### src/core/dsr_defs.svh
// Object indices, status bit positions, reset values, limits and timing counts.
`ifndef DSR_DEFS_SVH
`define DSR_DEFS_SVH

`define DSR_IDX_STATUS     16'h2025
`define DSR_IDX_RANGE_END  16'h2028
`define DSR_IDX_HOLD_TQ    16'h202B
`define DSR_IDX_ROT_SENSE  16'h202C
`define DSR_IDX_REV_PAUSE  16'h202E
`define DSR_IDX_SPEED      16'h2030
`define DSR_IDX_PEAK_TQ    16'h2031
`define DSR_IDX_TORQUE     16'h2033
`define DSR_IDX_U_LOGIC    16'h203A
`define DSR_IDX_U_DRIVE    16'h203B
`define DSR_IDX_U_THRESH   16'h203C

`define DSR_ST_TARGET      0
`define DSR_ST_DRAG        1
`define DSR_ST_REV_JOG     2
`define DSR_ST_FWD_JOG     3
`define DSR_ST_POWER       4
`define DSR_ST_ABORTED     5
`define DSR_ST_RUNNING     6
`define DSR_ST_OVER_TEMP   7
`define DSR_ST_OPPOSITE    8
`define DSR_ST_ERROR       9
`define DSR_ST_BLOCKED     10
`define DSR_ST_MANUAL      11
`define DSR_ST_BAD_TARGET  12
`define DSR_ST_POWER_LOST  13
`define DSR_ST_POS_LIMIT   14
`define DSR_ST_NEG_LIMIT   15

`define DSR_RANGE_END_RST  32'h0001_9000
`define DSR_HOLD_TQ_RST    16'h0064
`define DSR_ROT_SENSE_RST  16'h0000
`define DSR_REV_PAUSE_RST  16'h000A
`define DSR_U_THRESH_RST   16'h00B9

`define DSR_INCR_PER_REV   33'sh0_0000_0400
`define DSR_RANGE_MIN_REV  33'sh0_0000_0003
`define DSR_RANGE_MAX_REV  33'sh0_0000_00FD
`define DSR_REV_PAUSE_MIN  16'h000A
`define DSR_REV_PAUSE_MAX  16'h2710
`define DSR_U_THRESH_MIN   16'h00B4
`define DSR_U_THRESH_MAX   16'h00F0
`define DSR_U_RUN_FLOOR    16'h00AF

`define DSR_MS_NS          1000000
`define DSR_CLK_NS         4
`define DSR_CYC_PER_MS     (`DSR_MS_NS / `DSR_CLK_NS)

`endif

### src/core/dsr_pkg.sv
// Types shared by the drive status and run parameter block.
package dsr_pkg;

  typedef struct packed {
    logic        valid;
    logic        write;
    logic [15:0] index;
    logic [31:0] wdata;
  } dsr_obj_req_t;

  typedef struct packed {
    logic        ack;
    logic        abort;
    logic [31:0] rdata;
  } dsr_obj_rsp_t;

  typedef struct packed {
    logic signed [15:0] speed;
    logic [15:0]        torque;
    logic [15:0]        u_logic;
    logic [15:0]        u_drive;
  } dsr_meas_t;

  typedef struct packed {
    logic target_reached;
    logic drag_error;
    logic rev_jog;
    logic fwd_jog;
    logic aborted;
    logic running;
    logic over_temp;
    logic opposite;
    logic error;
    logic blocked;
    logic manual_disp;
    logic bad_target;
    logic pos_limit;
    logic neg_limit;
  } dsr_evt_t;

endpackage : dsr_pkg

### src/core/dsr_peak_torque.sv
// Peak torque tracker for the most recent run.
`timescale 1ns/1ns
`default_nettype none
module dsr_peak_torque (
  // Clock and reset.
  input  wire logic        clock,
  input  wire logic        rst_n,
  // Run phases and torque.
  input  wire logic        run_start,
  input  wire logic        measuring,
  input  wire logic [15:0] torque,
  // Result.
  output logic      [15:0] peak
);
  always_ff @(posedge clock or negedge rst_n) begin
    if (!rst_n) begin
      peak <= 16'h0000;
    end else if (run_start) begin
      peak <= 16'h0000;
    end else if (measuring && torque > peak) begin
      peak <= torque;
    end
  end
endmodule : dsr_peak_torque
`default_nettype wire

### src/core/dsr_reversal_pause.sv
// Idle period timer started on each reversal of rotation.
`include "dsr_defs.svh"
`timescale 1ns/1ns
`default_nettype none
module dsr_reversal_pause #(
  parameter int CYC_PER_MS = `DSR_CYC_PER_MS
) (
  // Clock and reset.
  input  wire logic        clock,
  input  wire logic        rst_n,
  // Reversal request and period in milliseconds.
  input  wire logic        reverse,
  input  wire logic [15:0] pause_ms,
  // Pause in progress.
  output logic             idle
);
  logic [31:0] prescale;
  logic [15:0] ms_left;
  wire         ms_tick = (prescale == 32'(CYC_PER_MS - 1));

  always_ff @(posedge clock or negedge rst_n) begin
    if (!rst_n) begin
      prescale <= 32'h0000_0000;
      ms_left  <= 16'h0000;
    end else if (reverse) begin
      prescale <= 32'h0000_0000;
      ms_left  <= pause_ms;
    end else if (ms_left != 16'h0000) begin
      prescale <= ms_tick ? 32'h0000_0000 : prescale + 32'h0000_0001;
      ms_left  <= ms_tick ? ms_left - 16'h0001 : ms_left;
    end
  end

  assign idle = (ms_left != 16'h0000);
endmodule : dsr_reversal_pause
`default_nettype wire

### src/core/dsr_drive_status.sv
// Drive status word, run parameters and measurement objects.
//
// Contract
// - status bits 0-3: target, drag, jog keys.
// - bits 4-7: power, aborted, running, overtemperature.
// - bits 8-11: opposite, error, blocked, displacement.
// - bits 12-15: bad target, power lost, limits.
// - range end within position+3..+253 revs, standstill.
// - rotation sense 0 or 1, standstill only.
// - standstill torque capped by writable value.
// - reversal pause 10..10000 ms, default 10.
// - logic supply voltage read-only, 0.1 V.
// - drive supply voltage read-only, 0.1 V.
// - power flag compares voltage with threshold 180..240 at standstill, with floor 175 while running.
// - refuse run start unless voltage above threshold.
// - shaft speed signed read-only rpm.
`include "dsr_defs.svh"
`timescale 1ns/1ns
`default_nettype none
module dsr_drive_status
  import dsr_pkg::*;
#(
  parameter int CYC_PER_MS = `DSR_CYC_PER_MS
) (
  // Clock and reset.
  input  wire logic               clock,
  input  wire logic               rst_n,
  // Object access from the fieldbus master.
  input  wire dsr_obj_req_t       obj_req,
  output dsr_obj_rsp_t            obj_rsp,
  // Drive state from the motor controller.
  input  wire dsr_evt_t           evt,
  input  wire dsr_meas_t          meas,
  input  wire logic signed [31:0] actual_pos,
  input  wire logic               startup_phase,
  input  wire logic               braking_phase,
  input  wire logic               dir_change,
  input  wire logic               err_ack,
  // Run start requests and answers.
  input  wire logic               start_pos_req,
  input  wire logic               start_man_req,
  output logic                    start_grant,
  output logic                    start_refused,
  // Settings driven to the motor controller.
  output logic signed [31:0]      range_end,
  output logic        [15:0]      hold_torque_cap,
  output logic                    rotation_ccw,
  output logic                    reversal_idle,
  output logic                    motor_power_ok
);

  // These hold the settings and internal state, plus the combinational status word, read value and next answer.
  logic        [15:0] status_word;
  logic        [15:0] hold_tq;
  logic        [15:0] rot_sense;
  logic        [15:0] rev_pause;
  logic        [15:0] u_thresh;
  logic               power_lost;
  logic               running_q;
  logic        [15:0] peak_tq;
  logic        [31:0] rd_val;
  dsr_obj_rsp_t       next_rsp;

  // Request decode.
  // A request lasts one cycle; its answer is registered and stands for the next cycle.
  wire        req      = obj_req.valid;
  wire        wr       = obj_req.valid & obj_req.write;
  wire [15:0] idx      = obj_req.index;
  wire [31:0] wd       = obj_req.wdata;
  wire        standstill = ~evt.running;

  // Each object index has one select line.
  wire hit_status = (idx == `DSR_IDX_STATUS);
  wire hit_range  = (idx == `DSR_IDX_RANGE_END);
  wire hit_hold   = (idx == `DSR_IDX_HOLD_TQ);
  wire hit_rot    = (idx == `DSR_IDX_ROT_SENSE);
  wire hit_pause  = (idx == `DSR_IDX_REV_PAUSE);
  wire hit_speed  = (idx == `DSR_IDX_SPEED);
  wire hit_peak   = (idx == `DSR_IDX_PEAK_TQ);
  wire hit_torque = (idx == `DSR_IDX_TORQUE);
  wire hit_ulogic = (idx == `DSR_IDX_U_LOGIC);
  wire hit_udrive = (idx == `DSR_IDX_U_DRIVE);
  wire hit_thresh = (idx == `DSR_IDX_U_THRESH);

  // Known objects are split by whether a write may reach them.
  wire hit_rw = hit_range | hit_hold | hit_rot | hit_pause | hit_thresh;
  wire hit_ro = hit_status | hit_speed | hit_peak | hit_torque
              | hit_ulogic | hit_udrive;

  // Permitted window for the range end, relative to the actual position.
  // The sums are 33 bits wide so that a position near the top cannot wrap.
  wire signed [32:0] pos_ext  = {actual_pos[31], actual_pos};
  wire signed [32:0] wd_ext   = {wd[31], wd};
  wire signed [32:0] range_lo = pos_ext + `DSR_RANGE_MIN_REV * `DSR_INCR_PER_REV;
  wire signed [32:0] range_hi = pos_ext + `DSR_RANGE_MAX_REV * `DSR_INCR_PER_REV;
  wire range_in = (wd_ext >= range_lo) && (wd_ext <= range_hi);

  // Value checks for each writable object.
  // A 16-bit object refuses a write whose upper half is not zero.
  wire [15:0] wd16     = wd[15:0];
  wire        upper0   = (wd[31:16] == 16'h0000);
  wire ok_range  = standstill & range_in;
  wire ok_hold   = upper0;
  wire ok_rot    = standstill & upper0 & (wd16[15:1] == 15'h0000);
  wire pause_lo  = (wd16 >= `DSR_REV_PAUSE_MIN);
  wire pause_hi  = (wd16 <= `DSR_REV_PAUSE_MAX);
  wire thresh_lo = (wd16 >= `DSR_U_THRESH_MIN);
  wire thresh_hi = (wd16 <= `DSR_U_THRESH_MAX);
  wire ok_pause  = upper0 & pause_lo & pause_hi;
  wire ok_thresh = upper0 & thresh_lo & thresh_hi;

  wire wr_range  = wr & hit_range & ok_range;
  wire wr_hold   = wr & hit_hold & ok_hold;
  wire wr_rot    = wr & hit_rot & ok_rot;
  wire wr_pause  = wr & hit_pause & ok_pause;
  wire wr_thresh = wr & hit_thresh & ok_thresh;
  wire wr_taken  = wr_range | wr_hold | wr_rot | wr_pause | wr_thresh;

  // Motor power: strict threshold at rest, lower floor once running.
  // A run under way rides through a sag that would block a new start.
  wire pwr_rest = (meas.u_drive > u_thresh);
  wire pwr_run  = (meas.u_drive >= `DSR_U_RUN_FLOOR);
  assign motor_power_ok = evt.running ? pwr_run : pwr_rest;

  // Run start gating.
  // Both kinds of run share one gate, answered in the cycle of the request.
  wire start_req = start_pos_req | start_man_req;
  assign start_grant   = start_req & standstill & pwr_rest;
  assign start_refused = start_req & ~(standstill & pwr_rest);

  // Status word assembly.
  // Bit 4 follows the live power flag, bit 13 the latched loss.
  always_comb begin
    status_word = 16'h0000;
    status_word[`DSR_ST_TARGET]     = evt.target_reached;
    status_word[`DSR_ST_DRAG]       = evt.drag_error;
    status_word[`DSR_ST_REV_JOG]    = evt.rev_jog;
    status_word[`DSR_ST_FWD_JOG]    = evt.fwd_jog;
    status_word[`DSR_ST_POWER]      = motor_power_ok;
    status_word[`DSR_ST_ABORTED]    = evt.aborted;
    status_word[`DSR_ST_RUNNING]    = evt.running;
    status_word[`DSR_ST_OVER_TEMP]  = evt.over_temp;
    status_word[`DSR_ST_OPPOSITE]   = evt.opposite;
    status_word[`DSR_ST_ERROR]      = evt.error;
    status_word[`DSR_ST_BLOCKED]    = evt.blocked;
    status_word[`DSR_ST_MANUAL]     = evt.manual_disp;
    status_word[`DSR_ST_BAD_TARGET] = evt.bad_target;
    status_word[`DSR_ST_POWER_LOST] = power_lost;
    status_word[`DSR_ST_POS_LIMIT]  = evt.pos_limit;
    status_word[`DSR_ST_NEG_LIMIT]  = evt.neg_limit;
  end

  // Read selection.
  // Sixteen-bit objects read with a zero upper half; the speed is sign extended.
  wire [31:0] rd_status = {16'h0000, status_word};
  wire [31:0] rd_range  = range_end;
  wire [31:0] rd_hold   = {16'h0000, hold_tq};
  wire [31:0] rd_rot    = {16'h0000, rot_sense};
  wire [31:0] rd_pause  = {16'h0000, rev_pause};
  wire [31:0] rd_speed  = {{16{meas.speed[15]}}, meas.speed};
  wire [31:0] rd_peak   = {16'h0000, peak_tq};
  wire [31:0] rd_torque = {16'h0000, meas.torque};
  wire [31:0] rd_ulogic = {16'h0000, meas.u_logic};
  wire [31:0] rd_udrive = {16'h0000, meas.u_drive};
  wire [31:0] rd_thresh = {16'h0000, u_thresh};

  // The addressed object's value is read, or zero for an unknown index.
  assign rd_val = hit_status ? rd_status :
                  hit_range  ? rd_range  :
                  hit_hold   ? rd_hold   :
                  hit_rot    ? rd_rot    :
                  hit_pause  ? rd_pause  :
                  hit_speed  ? rd_speed  :
                  hit_peak   ? rd_peak   :
                  hit_torque ? rd_torque :
                  hit_ulogic ? rd_ulogic :
                  hit_udrive ? rd_udrive :
                  hit_thresh ? rd_thresh : 32'h0000_0000;

  // Answer: reads of known objects and accepted writes are acknowledged.
  // Every request gets exactly one of acknowledge or abort, never both.
  wire rd_good = req & ~obj_req.write & (hit_rw | hit_ro);
  always_comb begin
    next_rsp.ack   = rd_good | wr_taken;
    next_rsp.abort = req & ~(rd_good | wr_taken);
    next_rsp.rdata = rd_good ? rd_val : 32'h0000_0000;
  end

  // The answer is held in a register for one cycle.
  always_ff @(posedge clock or negedge rst_n) begin
    if (!rst_n) begin
      obj_rsp <= '0;
    end else begin
      obj_rsp <= next_rsp;
    end
  end

  // Writable settings; a refused write leaves the stored value as it was.
  wire signed [31:0] next_range_end = wr_range ? wd : range_end;
  wire        [15:0] next_hold_tq   = wr_hold ? wd16 : hold_tq;
  wire        [15:0] next_rot_sense = wr_rot ? wd16 : rot_sense;
  wire        [15:0] next_rev_pause = wr_pause ? wd16 : rev_pause;
  wire        [15:0] next_u_thresh  = wr_thresh ? wd16 : u_thresh;

  always_ff @(posedge clock or negedge rst_n) begin
    if (!rst_n) begin
      range_end <= `DSR_RANGE_END_RST;
    end else begin
      range_end <= next_range_end;
    end
  end

  always_ff @(posedge clock or negedge rst_n) begin
    if (!rst_n) begin
      hold_tq <= `DSR_HOLD_TQ_RST;
    end else begin
      hold_tq <= next_hold_tq;
    end
  end

  always_ff @(posedge clock or negedge rst_n) begin
    if (!rst_n) begin
      rot_sense <= `DSR_ROT_SENSE_RST;
    end else begin
      rot_sense <= next_rot_sense;
    end
  end

  always_ff @(posedge clock or negedge rst_n) begin
    if (!rst_n) begin
      rev_pause <= `DSR_REV_PAUSE_RST;
    end else begin
      rev_pause <= next_rev_pause;
    end
  end

  always_ff @(posedge clock or negedge rst_n) begin
    if (!rst_n) begin
      u_thresh <= `DSR_U_THRESH_RST;
    end else begin
      u_thresh <= next_u_thresh;
    end
  end

  // Power-lost flag holds until acknowledged; a new loss wins over the clear.
  // The flag also latches at power-up when the motor supply is still low.
  always_ff @(posedge clock or negedge rst_n) begin
    if (!rst_n) begin
      power_lost <= 1'b0;
    end else if (!motor_power_ok) begin
      power_lost <= 1'b1;
    end else if (err_ack) begin
      power_lost <= 1'b0;
    end
  end

  // Run edge detection for the peak tracker.
  // The rising run edge clears the peak so each run reports its own maximum.
  always_ff @(posedge clock or negedge rst_n) begin
    if (!rst_n) begin
      running_q <= 1'b0;
    end else begin
      running_q <= evt.running;
    end
  end

  // Torque counts only while the run travels at steady drive.
  wire run_start = evt.running & ~running_q;
  wire measuring = evt.running & ~startup_phase & ~braking_phase;

  // Start-up and braking torque stay out of the peak.
  dsr_peak_torque u_peak (
    .clock     (clock),
    .rst_n     (rst_n),
    .run_start (run_start),
    .measuring (measuring),
    .torque    (meas.torque),
    .peak      (peak_tq)
  );

  // A new reversal restarts the pause from the full period.
  dsr_reversal_pause #(
    .CYC_PER_MS (CYC_PER_MS)
  ) u_pause (
    .clock    (clock),
    .rst_n    (rst_n),
    .reverse  (dir_change),
    .pause_ms (rev_pause),
    .idle     (reversal_idle)
  );

  // Settings out to the motor controller.
  // Only bit 0 of the rotation sense reaches the motor controller.
  assign hold_torque_cap = hold_tq;
  assign rotation_ccw    = rot_sense[0];

endmodule : dsr_drive_status
`default_nettype wire

### config.mk
export PLATFORM = sky130hd
export DESIGN_NAME = dsr_drive_status
export DESIGN_NICKNAME = d
export VERILOG_FILES = /design/src/core/dsr_pkg.sv /design/src/core/dsr_peak_torque.sv /design/src/core/dsr_reversal_pause.sv /design/src/core/dsr_drive_status.sv
export VERILOG_INCLUDE_DIRS = /design/src /design/src/core
export SDC_FILE = /design/constraint.sdc
export NUM_CORES = 1
export LEC_CHECK = 0
export BUFFER_PORTS_ARGS = -buffer_cell sky130_fd_sc_hd__buf_2
export CELL_PAD_IN_SITES_DETAIL_PLACEMENT = 1
export CELL_PAD_IN_SITES_GLOBAL_PLACEMENT = 2
export CORE_ASPECT_RATIO = 0.7
export CORE_UTILIZATION = 36
export CTS_BUF_LIST = sky130_fd_sc_hd__clkbuf_4 sky130_fd_sc_hd__clkbuf_8
export DETAILED_ROUTE_END_ITERATION = 12
export GPL_ROUTABILITY_DRIVEN = 1
export PLACE_DENSITY_LB_ADDON = 0.1
export SLEW_MARGIN = 20
export SYNTH_ARGS = -nofsm -noshare
export SYNTH_HDL_FRONTEND = slang
export SYNTH_HIERARCHICAL = 1
export SYNTH_SLANG_ARGS = --single-unit
### constraint.sdc
create_clock -name clock -period 3.1 [get_ports clock]
set_clock_uncertainty 0.15 [all_clocks]
set_input_delay 0.465 -clock clock [delete_from_list [all_inputs] [get_ports clock]]
set_output_delay 0.465 -clock clock [all_outputs]
set_load 0.03 [all_outputs]
Yosys cells after proc, flatten, opt, wreduce, memory -nomap -nowiden:

Index checks and enable logic that the tools add are counted.

* bits of input ports: 168
* ROM bits: 0
* logic and storage cells: 122
* output and inout port bits: 87
* bits in writable memories: 0
* register bits: 196
* latch bits: 0
* memories: 0

* equality and inequality tests: 13
* shift-type cells: 0
* multiply operators: 0
* reduce and logical (&&, ||, !) cells: 9
* bitwise logic cells: 51
* div/mod/pow operators: 0
* multiplexer cells: 23
* add/subtract/negate cells: 4
* magnitude comparators: 9

Operators with widths (number)
* 2-to-1 mux 32 bit: 10
* equality test 16 x 14 -> 1 bit (second input constant): 11
* 2-to-1 mux 16 bit: 10
* adder 32 x 13 -> 33 bit (second input constant): 1
* adder 32 x 19 -> 33 bit (second input constant): 1
* >= comparator 32 x 33 -> 1 bit: 1
* less-or-equal comparator 32 x 33 -> 1 bit: 1
* adder 32 x 1 -> 32 bit (second input constant): 1
* equality test 32 x 18 -> 1 bit (second input constant): 1
* >= comparator 16 x 8 -> 1 bit (second input constant): 2
* greater-than comparator 16 bit: 2
* AND 1 bit: 28
* >= comparator 16 x 4 -> 1 bit (second input constant): 1
* less-or-equal comparator 16 x 14 -> 1 bit (second input constant): 1
* less-or-equal comparator 16 x 8 -> 1 bit (second input constant): 1
* zero test 16 bit: 1
* OR 1 bit: 16
* nonzero test 16 bit: 1
* subtractor 16 x 1 -> 16 bit (second input constant): 1
* zero test 15 bit: 1
* NOT 1 bit: 7
* nonzero test 2 bit: 3
* 2-to-1 mux 1 bit: 3
* logical AND 1 bit: 2
* other kinds (2): 2

Longest topological paths before layout:

* depth after elaboration: 13
* mapped depth: 18
* depth with buffers taken out: 15

Cells and area by module:

The synthesis kept the hierarchy.

Modules (own cells, without submodules)
* dsr_drive_status: area each 8769.7 um2, instances 1, cells an instance 862, sequential area each 3319.4 um2
* dsr_reversal_pause: area each 3141.8 um2, instances 1, cells an instance 349, sequential area each 1201.2 um2
* dsr_peak_torque: area each 1128.6 um2, instances 1, cells an instance 103, sequential area each 400.4 um2

Worst setup path after synthesis:

Ideal clock, no wire load.

* path type: input to register
* from: in actual_pos[12]
* to: reg range_end[10]
* arrival time: 3.906 ns
* buffers on the path: 3
* setup slack: -1.081 ns
* stages on the path: 17
* library setup time: 0.125 ns
* required time: 2.825 ns
* path through: buf_2 nand2_1 or3_1 nor3b_1 and3_1 nand3_1 xor2_1 ha_1 and4_1 nor4bb_1 nand3_1 a211oi_1 a221o_1 o31a_1 buf_4 buf_6 mux2_2

* word-level cells in the longest chain between the ends: 5
* elaborated cells between the ends (all ways): 7
* classes of those cells: add/sub: 2; order compare: 2; bitwise: 2; reduce/logical: 1

Ends and longest elaborated chain
* from (decl): RTL line dsr_drive_status.sv:34 `input wire logic signed [31:0] actual_pos,`
* adder 32 x 13 -> 33 bit (no source line) or adder 32 x 19 -> 33 bit (tied branches)
* >= comparator 32 x 33 -> 1 bit or less-or-equal comparator 32 x 33 -> 1 bit (tied branches): RTL line dsr_drive_status.sv:96 `wire range_in = (wd_ext >= range_lo) && (wd_ext <= range_hi);`
* logical AND 1 bit *: RTL line dsr_drive_status.sv:96
* AND 1 bit *: RTL line dsr_drive_status.sv:102 `wire ok_range = standstill & range_in;`
* AND 1 bit *: RTL line dsr_drive_status.sv:112 `wire wr_range = wr & hit_range & ok_range;`
* to (signal assigned): RTL line dsr_drive_status.sv:207 `` range_end <= `DSR_RANGE_END_RST; ``
* to (signal assigned): RTL line dsr_drive_status.sv:209 `range_end <= next_range_end;`
* to (decl): RTL line dsr_drive_status.sv:45 `output logic signed [31:0] range_end,`

Every way passes the cells marked *; elsewhere a longest branch is shown, timed or not.
A chain may end at the register's enable or synchronous reset.

Worst setup path in the final report:

* from: in actual_pos[14]
* to: reg range_end[17]

The elaborated chain is that of the path after synthesis.

==> qor.csv <==
stage,metric,value,unit
worst_setup_path,setup.worst_path.start_class,primary input,
worst_setup_path,cp_top_family,simple AND/OR/NAND/NOR gates,
flow_run,cap_violations,0,
placed_design,postPlaceCellArea,15870,µm²
sta,hold_viol_final,0,
floorplan,io_pins,255,
drt,vias,12530,
sta,period_share,1.194,
finish,design_area,16820,µm²
power_and_ir_drop,ir_drop,0.2421,mV
status,violations,setup timing,
floorplan,rows,57,
floorplan,core_area,35160,µm²
synth,synth_area,13040,µm²
floorplan,initial_utilization,0.3709,
global_route,gr-total-overflow,0,
worst_setup_path,arrival,3.97,ns
drt,viasPerCell,5.773,
sta,max-slew-margin-rel,0.3173,
clock_network,path_clk_slew,0.12,ns
worst_setup_path,crit_chain,buf_6 > or4_4 > a211oi_4 > nand2b_1 > nand2_2 > nor2_2 > xnor2_1 > ha_1 > a211oi_2 > o21a_1 > o211ai_1 > nor3b_1 > nor4bb_2 > o31a_4 > clkbuf_16 > mux2_4,
finish,nets,1943,
sta,worst_slack,-0.6028,ns
global_route,grt_pass1_wl,81.36,mm
clock_network,cts-root-buf,clkbuf_8,
synth,ys_seq_area_frac,0.3774,
worst_hold_path,min_to,u_peak/peak[13],
finish,seq_area,4921,µm²
power_and_ir_drop,switching_share,0.3191,
finish,top_register,obj_rsp,
worst_setup_path,r2r_end,u_peak/peak[9],
sta,tns,-19.48,ns
drt,drcViolationCount,0,
clock_network,cts.path.max_buffers,2,
worst_hold_path,hp-start,meas[45],
power_and_ir_drop,clockPowerShare,0.326,
worst_setup_path,r2r_setup_slack,0.50,ns
global_route,grt_pass1_vias,12840,
sta,fin_crit,3.703,ns
power_and_ir_drop,p_per_area,333.2,nW/µm²
synth,synthesis.nets,1573,
worst_setup_path,path_max_fanout,6,
finish,layout-drive-gt1-share,0.3701,
synth,synth_cell_types,97,
global_route,antenna_found_initial,5,
worst_setup_path,end_kind,flop,
synth,synthFlopType,dfrtp_1,
worst_setup_path,slowest_delay,0.57,ns
placed_design,hpwl,43.29,mm
finish,final_cell_mix,"buf_2, dfrtp_1, buf_4, ha_1, nor2_1",
clock_network,cts_tree,done,
synth,netlist_instances,1314,
sta,slew_viol_final,0,
worst_setup_path,slowest_stage,or4_4,
finish,multi_input_area,7989,µm²
placed_design,routabilityCongestion,0.9238,
drt,wl_per_cell,25.19,µm
worst_hold_path,whs_path_depth,2,
worst_setup_path,crit_type,in -> reg,
placed_design,place.port_buffers,254,
worst_setup_path,timing.rr.start,u_peak/peak[11],
synth,async_flop_share,1.000,
power_and_ir_drop,p_int,0.003816,W
power_and_ir_drop,power,0.005604,W
synth,ys_ff_latch,196,
sta,rsz0062_at_grt,yes,
drt,first_pass_iters,5,
power_and_ir_drop,switchingPower,0.001788,W
floorplan,die_x,229.5,µm
drt,antenna_left,0,
sta,setup_violations,35,
power_and_ir_drop,combPwrFrac,0.200,
finish,largest_reg_flops,34,
finish,synthToLayoutAreaGrowth,28.98,%
clock_network,insertion_delay,0.53,ns
clock_network,h-tree-depth,4,
power_and_ir_drop,pwr-share-seq,0.474,
floorplan,die_area,37000,µm²
worst_setup_path,cp.required,3.37,ns
synth,yosysWarnings,6,
clock_network,cts.sinks,196,
drt,wl,54.68,mm
status,status,"complete, but fails checks",
finish,fillerInstances,4050,
floorplan,die_h,161.2,µm
sta,max_freq,270.1,MHz
worst_hold_path,hold_class,in -> reg,
clock_network,cts_buffers,17,
synth,syn_avg_cell_area,9.924,µm²
power_and_ir_drop,p_leak,7.807,nW
finish,reg.largest.list,"obj_rsp x34, range_end x32, u_pause/prescale x32",
finish,layout_commonest_cell,buf_2,
worst_setup_path,reg2reg_depth,8,
global_route,grt_max_degree,66,
synth,synth_edf_count,0,
worst_setup_path,path_buf_inv,2,
sta,worstMarginPinSlew,1.024,ns
drt,drt_iter0_drc,1094,
sta,hold_ws,0.02680,ns
global_route,grt.total_usage,0.2924,
## final cells by class
type | count | share of cell area
clock inverters | 15 | 0.01123
diodes | 2 | 0.0002976
well taps | 472 | 0.03511
multi-input cells | 997 | 0.4750
repair buffers | 408 | 0.1576
inverters | 64 | 0.01428
flip-flops and latches | 196 | 0.2926
clock buffers | 17 | 0.01391
## metal layers
layer	wire [µm]	up-vias	part of all wire	global-route usage
met4	815	2	0.015	0.05879
met3	3002	51	0.055	0.05332
li1	-	5735	-	-
met5	9	-	0.00016	0
met1	27610	6409	0.50	0.4449
met2	23240	336	0.43	0.4279
## metrics by stage
stage / setup WS [ns] / instances / util
floorplan: -0.7572 / 1314 / -
global placement: -1.008 / 2122 / 0.4514
detailed placement: -1.097 / 2122 / 0.4514
CTS: -0.5086 / 2162 / 0.4699
global route: -0.7370 / 2171 / 0.4783
finish: -0.6028 / 2171 / 0.4783
## power by group through the flow
stage	clock network, W	logic (W)	registers [W]
after floorplan	0	0.000514	0.00269
after global placement	0	0.00103	0.00270
after detailed placement	0	0.00107	0.00270
after CTS	0.00186	0.00109	0.00266
after global routing	0.00196	0.00122	0.00267
final	0.00183	0.00112	0.00266
## logic make-up (layout without fill, tap and decap cells)
kind of cell | Yosys count | after routing | synth area share
AOI/OAI and AO/OA | 328 | 328 | 0.1854
xor gates and xnor gates | 50 | 50 | 0.03358
adders and majority gates | 91 | 91 | 0.08732
buffers and inverters | 121 | 504 | 0.04347
DFF | 196 | 196 | 0.3774
muxes | 74 | 74 | 0.06323
other | 0 | 2 | 0
and+or+nand+nor | 454 | 454 | 0.2097
## worst reg2reg max path, stage by stage, from the launching register on
cell and delay (ns):
dfrtp_1 0.41, inv_1 0.06, ha_1 0.31, nand4_1 0.29
o41ai_4 0.58, nand2b_1 0.17, o41ai_4 0.12, buf_4 0.28
a22o_1 0.18
## worst max path at each step
stage | startpoint | end | cells past startpoint
2_1_floorplan | actual_pos[13] | range_end[24] | 17
3_3_place_gp | actual_pos[14] | range_end[29] | 16
3_5_place_dp | actual_pos[14] | range_end[7] | 17
4_1_cts | actual_pos[14] | range_end[7] | 16
5_1_grt | actual_pos[13] | range_end[19] | 17
6_report | actual_pos[14] | range_end[17] | 16
## timing repair
| item | 4_1_cts | 5_1_grt |
|---|---|---|
| gates cloned | 0 | 3 |
| hold buffers | 2 | 0 |
| setup endpoints to repair | 37 | 38 |
| buffers inserted | 6 | 4 |
| endpoints found under the hold margin | 57 | 0 |
| pin swaps | 8 | 18 |
| resized for setup | 40 | 47 |
## Yosys cell counts, types with 5 or more instances
master,instances,area share
xor2_1,24,0.016
nor4_1,21,0.010
nand2_1,69,0.020
o21ai_0,49,0.019
a211oi_1,20,0.012
o21ai_1,5,0.0019
o211ai_1,12,0.0069
a21oi_1,55,0.021
nor3b_1,6,0.0035
nand4_1,29,0.014
a22oi_1,17,0.0098
a22o_1,28,0.019
dfrtp_1,183,0.35
nor4_2,7,0.0067
buf_2,15,0.0058
nand3_1,54,0.021
inv_1,64,0.018
a221oi_1,18,0.012
buf_4,5,0.0029
clkbuf_1,26,0.0075
nand2b_1,10,0.0048
a211oi_2,5,0.0048
or4_1,17,0.0098
and3_1,24,0.012
and4_1,13,0.0087
a31oi_1,9,0.0043
a222oi_1,7,0.0054
dfstp_2,13,0.026
nor2b_1,9,0.0043
and2_1,26,0.012
mux2_2,61,0.053
xnor2_1,26,0.017
nor3_1,34,0.013
nand3_2,7,0.0054
ha_1,91,0.087
mux2_1,6,0.0052
o21a_1,24,0.014
o31ai_1,9,0.0052
nor2_1,77,0.022
buf_6,10,0.0086
mux2i_1,7,0.0054
o22ai_1,23,0.011
or3_1,11,0.0053
No activity file was read; power rests on OpenSTA's default activity.
